<file path="src/adcrt_regs.vh">
// Purpose: Register indices, field positions, reset values and codes of the converter block.
// Assumes: Byte address of a register is four times its index.
// Notes: Definitions only.
//
// Behaviour
// - After the low result byte is read, the result pair is held until the high byte is read.
// - With left alignment the result sits in bits 15:6 and bits 5:0 read zero.
// - With right alignment, the reset default, the result sits in bits 9:0.
// - Low byte at the base index, high byte one above, both read-only and reset to zero.
// - With steering set and the converter off, the comparator negative input takes the mux.
// - The trigger source field has no effect while auto-triggering is off.
// - With auto-triggering on, a rising edge of the selected flag starts a conversion.
// - Switching from a low source to a high one is an edge that starts an enabled conversion.
// - Switching to free-running mode never makes a trigger event by itself.
// - Codes: free run, comparator, ext int 0, t0 cmp A, t0 ovf, t1 cmp B, t1 ovf, t1 capture.
// - A set disable bit turns off that pin's digital buffer and forces its read value to zero.
// - With auto-triggering on, a positive edge of the selected trigger starts a conversion.
// - The conversion-done flag rises when a conversion ends and the result has been updated; here it also rises when a locked pair keeps the old result.
`ifndef ADCRT_REGS_VH
`define ADCRT_REGS_VH

// ----------------------------------------
// Register indices
// ----------------------------------------
`define ADCRT_IDX_IRQ_STAT 8'h70
`define ADCRT_IDX_IRQ_MASK 8'h71
`define ADCRT_IDX_RES_LOW 8'h78
`define ADCRT_IDX_RES_HIGH 8'h79
`define ADCRT_IDX_CTRL_A 8'h7a
`define ADCRT_IDX_TRIG_MUX 8'h7b
`define ADCRT_IDX_CHAN_SEL 8'h7c
`define ADCRT_IDX_PIN_DIS 8'h7e

// ----------------------------------------
// Field positions
// ----------------------------------------
`define ADCRT_CTRLA_ENABLE 7
`define ADCRT_CTRLA_START 6
`define ADCRT_CTRLA_AUTO 5
`define ADCRT_CTRLA_DONE 4
`define ADCRT_CTRLA_PRESC_LSB 0
`define ADCRT_TRIG_STEER 6
`define ADCRT_TRIG_TSEL_LSB 0
`define ADCRT_CHAN_LEFT 5
`define ADCRT_CHAN_REF_LSB 6
`define ADCRT_CHAN_MUX_LSB 0
`define ADCRT_IRQ_DONE 0
`define ADCRT_IRQ_TRIG 1
`define ADCRT_IRQ_LOST 2

// ----------------------------------------
// Reset values
// ----------------------------------------
`define ADCRT_RST_BYTE 8'h00
`define ADCRT_RST_RESULT 10'h000
`define ADCRT_RST_IRQ 3'h0

// ----------------------------------------
// Trigger source codes
// ----------------------------------------
`define ADCRT_TS_FREE 3'h0
`define ADCRT_TS_COMP 3'h1
`define ADCRT_TS_EXT0 3'h2
`define ADCRT_TS_T0_CMPA 3'h3
`define ADCRT_TS_T0_OVF 3'h4
`define ADCRT_TS_T1_CMPB 3'h5
`define ADCRT_TS_T1_OVF 3'h6
`define ADCRT_TS_T1_CAPT 3'h7

`endif

</file>
<file path="src/adcrt_sync.v">
// Purpose: Two-stage synchroniser for a bus of independent levels.
// Assumes: Each bit is a level that may change at any time.
// Notes: Only the second stage is visible outside.
`timescale 1ns/1ns

module adcrt_sync #(
  parameter W = 8
) (
  input wire clk,
  input wire rst_n,
  input wire ce,
  input wire [W-1:0] d,
  output wire [W-1:0] q
);

  reg [W-1:0] stage1;
  reg [W-1:0] stage2;

  // ----------------------------------------
  // Synchroniser stages
  // ----------------------------------------
  always @(posedge clk or negedge rst_n) begin
    if (!rst_n) begin
      stage1 <= {W{1'b0}};
      stage2 <= {W{1'b0}};
    end else if (ce) begin
      stage1 <= d;
      stage2 <= stage1;
    end
  end

  assign q = stage2;

endmodule // adcrt_sync

</file>
<file path="src/adcrt_top.v">
// Purpose: Result pair, auto-trigger selection, comparator steering and pin disables over APB.
// Assumes: The converter core shares pclk; trigger flags and pins are asynchronous.
// Notes: Reads take effect in the setup cycle; pready is high in every access cycle.
//
// The APB slave port was decided locally.
`timescale 1ns/1ns
`include "adcrt_regs.vh"

module adcrt_top #(
  parameter AW = 12,
  parameter NPIN = 8
) (
  input wire pclk,
  input wire presetn,
  input wire ce,
  input wire psel,
  input wire penable,
  input wire pwrite,
  input wire [AW-1:0] paddr,
  input wire [31:0] pwdata,
  output reg [31:0] prdata,
  output wire pready,
  output wire pslverr,
  output wire conv_enable,
  output reg conv_start,
  input wire conv_done,
  input wire [9:0] conv_result,
  output wire [3:0] channel_select,
  output wire [1:0] reference_select,
  output wire [2:0] prescale_select,
  input wire [6:0] trig_flags,
  output wire comp_neg_from_mux,
  output wire [NPIN-1:0] pin_digital_disable,
  input wire [NPIN-1:0] pin_raw,
  output reg [NPIN-1:0] pin_read_value,
  output wire irq
);

  // ----------------------------------------
  // Functions
  // ----------------------------------------
  function reg_hit;
    input [AW-1:0] a;
    input [7:0] idx;
    begin
      reg_hit = (a == {{(AW-10){1'b0}}, idx, 2'b00});
    end
  endfunction

  function [15:0] align16;
    input [9:0] r;
    input left;
    begin
      if (left) begin
        align16 = {r, 6'h00};
      end else begin
        align16 = {6'h00, r};
      end
    end
  endfunction

  // ----------------------------------------
  // State
  // ----------------------------------------
  reg converter_enable;
  reg auto_trigger_enable;
  reg [2:0] presc;
  reg busy;
  reg conversion_done_flag;
  reg comparator_mux_steer;
  reg [2:0] trigger_source_select;
  reg [7:0] channel_select_reg;
  reg [NPIN-1:0] pin_input_disable_reg;
  reg [9:0] result;
  reg result_lock;
  reg [2:0] irq_stat;
  reg [2:0] irq_mask;
  reg trig_prev;
  reg free_switch;

  wire [6+NPIN:0] sync_q;
  wire [6:0] trig_sync;
  wire [NPIN-1:0] pin_sync;

  adcrt_sync #(
    .W(7 + NPIN)
  ) u_sync (
    .clk(pclk),
    .rst_n(presetn),
    .ce(ce),
    .d({pin_raw, trig_flags}),
    .q(sync_q)
  );

  assign trig_sync = sync_q[6:0];
  assign pin_sync = sync_q[6+NPIN:7];

  // ----------------------------------------
  // Bus decode
  // ----------------------------------------
  wire setup_rd = psel & ~penable & ~pwrite;
  wire acc = psel & penable;
  wire wr = acc & pwrite;
  wire hit_stat = reg_hit(paddr, `ADCRT_IDX_IRQ_STAT);
  wire hit_mask = reg_hit(paddr, `ADCRT_IDX_IRQ_MASK);
  wire hit_low = reg_hit(paddr, `ADCRT_IDX_RES_LOW);
  wire hit_high = reg_hit(paddr, `ADCRT_IDX_RES_HIGH);
  wire hit_ctla = reg_hit(paddr, `ADCRT_IDX_CTRL_A);
  wire hit_trig = reg_hit(paddr, `ADCRT_IDX_TRIG_MUX);
  wire hit_chan = reg_hit(paddr, `ADCRT_IDX_CHAN_SEL);
  wire hit_pin = reg_hit(paddr, `ADCRT_IDX_PIN_DIS);
  wire mapped = hit_stat | hit_mask | hit_low | hit_high
                | hit_ctla | hit_trig | hit_chan | hit_pin;
  wire left_align_select = channel_select_reg[`ADCRT_CHAN_LEFT];
  wire [15:0] result_view = align16(result, left_align_select);

  assign pready = 1'b1;
  assign pslverr = acc & ~mapped;

  // ----------------------------------------
  // Read data
  // ----------------------------------------
  reg [7:0] rd_byte;

  always @* begin
    rd_byte = 8'h00;
    if (hit_stat) begin
      rd_byte = {5'h00, irq_stat};
    end else if (hit_mask) begin
      rd_byte = {5'h00, irq_mask};
    end else if (hit_low) begin
      rd_byte = result_view[7:0];
    end else if (hit_high) begin
      rd_byte = result_view[15:8];
    end else if (hit_ctla) begin
      rd_byte = {converter_enable, busy, auto_trigger_enable, conversion_done_flag, 1'b0, presc};
    end else if (hit_trig) begin
      rd_byte = {1'b0, comparator_mux_steer, 3'h0, trigger_source_select};
    end else if (hit_chan) begin
      rd_byte = channel_select_reg;
    end else if (hit_pin) begin
      rd_byte = pin_input_disable_reg;
    end
  end

  always @(posedge pclk or negedge presetn) begin
    if (!presetn) begin
      prdata <= 32'h00000000;
    end else if (ce && setup_rd) begin
      prdata <= {24'h000000, rd_byte};
    end
  end

  // ----------------------------------------
  // Trigger selection and edge
  // ----------------------------------------
  reg trig_now;

  always @* begin
    case (trigger_source_select)
      `ADCRT_TS_FREE: trig_now = conversion_done_flag;
      `ADCRT_TS_COMP: trig_now = trig_sync[0];
      `ADCRT_TS_EXT0: trig_now = trig_sync[1];
      `ADCRT_TS_T0_CMPA: trig_now = trig_sync[2];
      `ADCRT_TS_T0_OVF: trig_now = trig_sync[3];
      `ADCRT_TS_T1_CMPB: trig_now = trig_sync[4];
      `ADCRT_TS_T1_OVF: trig_now = trig_sync[5];
      `ADCRT_TS_T1_CAPT: trig_now = trig_sync[6];
      default: trig_now = 1'b0;
    endcase
  end

  // A switch into free running masks the one edge it could fake.
  wire trig_edge = trig_now & ~trig_prev & ~free_switch;
  wire auto_fire = auto_trigger_enable & trig_edge;

  wire [2:0] wr_tsel = pwdata[`ADCRT_TRIG_TSEL_LSB+2:`ADCRT_TRIG_TSEL_LSB];
  wire ctla_wr = wr & hit_ctla;
  wire sw_start = ctla_wr & pwdata[`ADCRT_CTRLA_START];
  wire next_enable = ctla_wr ? pwdata[`ADCRT_CTRLA_ENABLE] : converter_enable;
  wire next_start = (sw_start | auto_fire) & next_enable & ~busy;

  always @(posedge pclk or negedge presetn) begin
    if (!presetn) begin
      trig_prev <= 1'b0;
      free_switch <= 1'b0;
    end else if (ce) begin
      trig_prev <= trig_now;
      free_switch <= wr & hit_trig & (wr_tsel == `ADCRT_TS_FREE)
                     & (trigger_source_select != `ADCRT_TS_FREE);
    end
  end

  // ----------------------------------------
  // Control registers
  // ----------------------------------------
  always @(posedge pclk or negedge presetn) begin
    if (!presetn) begin
      converter_enable <= 1'b0;
      auto_trigger_enable <= 1'b0;
      presc <= 3'h0;
      comparator_mux_steer <= 1'b0;
      trigger_source_select <= `ADCRT_TS_FREE;
      channel_select_reg <= `ADCRT_RST_BYTE;
      pin_input_disable_reg <= {NPIN{1'b0}};
      irq_mask <= `ADCRT_RST_IRQ;
    end else if (ce && wr) begin
      if (hit_ctla) begin
        converter_enable <= pwdata[`ADCRT_CTRLA_ENABLE];
        auto_trigger_enable <= pwdata[`ADCRT_CTRLA_AUTO];
        presc <= pwdata[`ADCRT_CTRLA_PRESC_LSB+2:`ADCRT_CTRLA_PRESC_LSB];
      end
      if (hit_trig) begin
        comparator_mux_steer <= pwdata[`ADCRT_TRIG_STEER];
        trigger_source_select <= wr_tsel;
      end
      if (hit_chan) begin
        channel_select_reg <= pwdata[7:0];
      end
      if (hit_pin) begin
        pin_input_disable_reg <= pwdata[NPIN-1:0];
      end
      if (hit_mask) begin
        irq_mask <= pwdata[2:0];
      end
    end
  end

  // ----------------------------------------
  // Conversion sequencing
  // ----------------------------------------
  always @(posedge pclk or negedge presetn) begin
    if (!presetn) begin
      conv_start <= 1'b0;
      busy <= 1'b0;
    end else if (ce) begin
      conv_start <= next_start;
      if (!next_enable) begin
        busy <= 1'b0;
      end else if (next_start) begin
        busy <= 1'b1;
      end else if (conv_done) begin
        busy <= 1'b0;
      end
    end
  end

  // ----------------------------------------
  // Result pair and lock
  // ----------------------------------------
  wire lock_now = setup_rd & hit_low;
  wire unlock_now = setup_rd & hit_high;
  wire blocked = result_lock | lock_now;
  wire done_ok = conv_done & busy;

  always @(posedge pclk or negedge presetn) begin
    if (!presetn) begin
      result <= `ADCRT_RST_RESULT;
      result_lock <= 1'b0;
    end else if (ce) begin
      if (done_ok && !blocked) begin
        result <= conv_result;
      end
      if (lock_now) begin
        result_lock <= 1'b1;
      end else if (unlock_now) begin
        result_lock <= 1'b0;
      end
    end
  end

  // ----------------------------------------
  // Done flag and interrupt status
  // ----------------------------------------
  wire done_clr = ctla_wr & pwdata[`ADCRT_CTRLA_DONE];
  wire [2:0] ev = {done_ok & blocked, auto_fire & next_start, done_ok};
  wire [2:0] stat_clr = (wr & hit_stat) ? pwdata[2:0] : 3'h0;

  always @(posedge pclk or negedge presetn) begin
    if (!presetn) begin
      conversion_done_flag <= 1'b0;
      irq_stat <= `ADCRT_RST_IRQ;
    end else if (ce) begin
      if (done_ok) begin
        conversion_done_flag <= 1'b1;
      end else if (done_clr) begin
        conversion_done_flag <= 1'b0;
      end
      irq_stat <= (irq_stat & ~stat_clr) | ev;
    end
  end

  assign irq = |(irq_stat & irq_mask);

  // ----------------------------------------
  // Analog steering and pins
  // ----------------------------------------
  assign comp_neg_from_mux = comparator_mux_steer & ~converter_enable;
  assign pin_digital_disable = pin_input_disable_reg;

  always @(posedge pclk or negedge presetn) begin
    if (!presetn) begin
      pin_read_value <= {NPIN{1'b0}};
    end else if (ce) begin
      pin_read_value <= pin_sync & ~pin_input_disable_reg;
    end
  end

  assign conv_enable = converter_enable;
  assign channel_select = channel_select_reg[`ADCRT_CHAN_MUX_LSB+3:`ADCRT_CHAN_MUX_LSB];
  assign reference_select = channel_select_reg[`ADCRT_CHAN_REF_LSB+1:`ADCRT_CHAN_REF_LSB];
  assign prescale_select = presc;

endmodule // adcrt_top

</file>
<file path="config.mk">
export PLATFORM = sky130hd
export DESIGN_NAME = adcrt_top
export DESIGN_NICKNAME = d
export VERILOG_FILES = /design/src/adcrt_sync.v /design/src/adcrt_top.v
export VERILOG_INCLUDE_DIRS = /design/src
export SDC_FILE = /design/constraint.sdc
export NUM_CORES = 1
export LEC_CHECK = 0
export ABC_CLOCK_PERIOD_IN_PS = 1800
export BUFFER_PORTS_ARGS = -buffer_cell sky130_fd_sc_hd__buf_4
export CORE_MARGIN = 2
export CORE_UTILIZATION = 51
export DETAILED_ROUTE_END_ITERATION = 8
export GPL_ROUTABILITY_DRIVEN = 0
export MAX_ROUTING_LAYER = met4
export PLACE_DENSITY = 0.8
export SYNTH_ARGS = -nofsm -noshare
export SYNTH_HDL_FRONTEND = slang
export SYNTH_SLANG_ARGS = --single-unit
</file>
<file path="constraint.sdc">
create_clock -name pclk -period 1.8 [get_ports pclk]
set_input_delay 0.09 -clock pclk [delete_from_list [all_inputs] [get_ports pclk]]
set_output_delay 0.09 -clock pclk [all_outputs]
set_load 0.1 [all_outputs]
</file>
==> flow_summary_export.csv <==
group,metric,value,unit
status,status,"finished, final reports clean",
job,drv_cap,0,
critical_path,start_kind,"input pin",
critical_path,worstPathArrival,1.66,ns
timing,fin_crit,1.75,ns
yosys,synth_edf_count,0,
timing,slew_violations,0,
detailed_routing,drtPass1Iterations,7,
detailed_routing,vias,3681,
global_route,antenna_found_initial,0,
yosys,ys_warn_count,0,
yosys,ys_seq_elements,93,
finish,multi_input_area,2080,sq um
yosys,synth_top_area_share,50.5,%
critical_path,critical_path_class,"in2out",
timing,hold_viol,0,
finish,drive_gt1_share,43.5,%
detailed_routing,drtIter0Drc,265,
yosys,synth.most_common_cell,"dfrtp_1",
yosys,synth.largest_area_cell,"dfrtp_1",
critical_path,cp-end-kind,"primary output",
floorplanning,start_util,52.6,%
detailed_routing,antenna_left,0,
yosys,synth_adder_area_share,0,%
critical_path,worstPathRequired,1.71,ns
clock_tree,clkTransAtPathRegs,0.09,ns
clock_tree,cts.sinks,93,
placement,hpwl,8.05,mm
clock_tree,postCtsSetupBuffers,0,
yosys,ys_types,53,
finish,nets,618,
timing,max_clock_freq,0.571,GHz
timing,max_slew_margin,63.9,%
hold_path,min_path_type,"in2reg",
yosys,synth_top_family_by_area,"multiplexers",
finish,regArea,2330,sq um
finish,num_antenna_cells,0,
global_route,grt_usage,24.6,%
global_route,grt_pass1_wl,18.5,mm
detailed_routing,routed_via_density,5.62,
floorplanning,die_area,9810,sq um
critical_path,worstPathMaxFanout,5,
power_and_ir_drop,powerDensity,780,nW/um^2
floorplanning,dieWidth,99.1,um
yosys,synthFlopType,"dfrtp_1",
power_and_ir_drop,p_leak,2.97,nW
timing,setup_viol,0,
yosys,synth_area_per_cell,11.8,sq um
detailed_routing,drc,0,
yosys,muxShareOfSynthArea,20.5,%
finish,fin_cells,655,
power_and_ir_drop,peakVddDrop,0.000421,V
timing,fin_skew,0.0108,ns
detailed_routing,wirelength,11.3,mm
timing,worstMarginPinSlew,0.541,ns
floorplanning,die_h,99.1,um
timing,hold_ws,0.0156,ns
finish,fillers,642,
timing,rsz0062_at_grt,"false",
yosys,synth_compound_area_share,8.50,%
yosys,synth_cells,391,
global_route,grt_pass1_vias,3775,
timing,period_share,97.2,%
clock_tree,cts_buffers,9,
global_route,grt_max_degree,94,
yosys,synth.yosys.seq_area_share,50.5,%
floorplanning,io_pins,139,
clock_tree,cts_tree,"built",
finish,area_delta_synth_final,32.5,%
placement,dp_cells,609,
clock_tree,clockBufferDepth,2,
clock_tree,h-tree-depth,3,
yosys,synth_xor_area_share,0,%
clock_tree,root_buffer,"clkbuf_8",
floorplanning,core.rowCount,34,
yosys,synth-simple-area-share,12.6,%
yosys,synth_area,4610,sq um
clock_tree,clkLatencyLatePin,0.36,ns
global_route,grt_overflow,0,
detailed_routing,wl_per_cell,17.2,um
floorplanning,coreArea,8760,sq um
yosys,yosys-top-cells-area,"dfrtp_1 50%, mux2_2 18%, buf_4 5.0%",
placement,port_buffers,89,
yosys,synthArstFlopShare,100,%
yosys,ys_top_cells_by_count,"93 x dfrtp_1, 73 x mux2_2, 31 x buf_4",
==> metrics by stage <==
step | total power [W] | instance area [sq um] | util [%] | TNS, ns | setup WS [ns]
final | 0.00476 | 6110 | 69.7 | 0 | 0.0497
after global routing | 0.00495 | 6110 | 69.7 | 0 | 0.0125
after CTS | 0.00480 | 6090 | 69.5 | 0 | 0.00767
after detailed placement | 0.00334 | 5590 | 63.7 | -7.43 | -0.246
after global placement | 0.00332 | 5590 | 63.7 | -6.58 | -0.232
after floorplan | 0.00309 | 4750 | - | -1.00 | -0.0685
==> report_power, final <==
part	switching [W]	total [W]	internal [W]
Combinational	0.000764	0.00108	0.000313
Clock	0.000753	0.00141	0.000653
Sequential	0.0000670	0.00228	0.00221
Total	0.00158	0.00476	0.00318
==> worst paths after layout <==
path / from / slack [ns] / depth (start not counted) / endpoint
worst min-delay path: pwdata[7] / 0.02 / 2 / pin_digital_disable[7]
max in group asynchronous: presetn / 1.06 / 3 / channel_select_reg[6]
worst max-delay path: paddr[1] / 0.05 / 8 / pslverr
worst max register to register: channel_select_reg[5] / 0.12 / 5 / prdata[5]
min in group asynchronous: presetn / 0.28 / 3 / prdata[6]
worst min register to register: prdata[5] / 0.50 / 1 / prdata[5]
==> cell usage in the layout, fill, tap and decap left out, types with 3 or more instances in the layout <==
cell type,instances
nor2_1,9
a22o_1,5
and3_1,3
inv_1,15
a21oi_1,7
dfrtp_1,93
nor4_4,3
nor3_1,7
a22oi_1,4
clkbuf_8,9
nand2_1,26
dlygate4sd3_1,30
a32oi_1,3
nand4_1,3
nand3_1,8
nand3b_1,9
nor4_1,4
buf_4,131
conb_1,25
mux2i_1,8
o21ai_0,18
mux2_2,72
a221oi_1,3
==> cell type report <==
class                      instances  share of cell area (%)
sequential                        93                    38.1
multi-input combinational        260                    34.0
timing repair buffer             163                    21.5
tap                              108                    2.21
clock buffer                      10                    2.09
clock inverter                     6                    1.13
inverter                          15                   0.922
==> critical path, stage by stage <==
cell,delay [ns]
buf_4,0.11
buf_4,0.12
buf_4,0.14
or3_1,0.51
nor3_4,0.26
buf_4,0.17
a2111oi_4,0.05
buf_6,0.20
==> layer usage <==
| layer | GRT usage (%) | up-vias | routed length, um |
|---|---|---|---|
| met5 | - | - | 0 |
| li1 | - | 1681 | - |
| met4 | 10.4 | 0 | 327 |
| met2 | 38.0 | 177 | 5500 |
| met1 | 32.7 | 1787 | 4750 |
| met3 | 3.48 | 36 | 718 |
==> kinds of logic after synthesis <==
| group | count (synthesis) |
|---|---|
| other | 2 |
| AND/OR/NAND/NOR | 95 |
| buffers and inverters | 61 |
| multiplexers | 83 |
| AO/OA/AOI/OAI | 57 |
| flip-flops | 93 |
==> repair_timing <==
item | in CTS | in global routing
endpoints found under the setup margin | 1 | 2
hold buffers | 30 | 0
endpoints found under the hold margin | 128 | 0
pin swaps | 0 | 1
resized for setup | 1 | 3
Note: power is estimated with default switching activity, not from simulation.
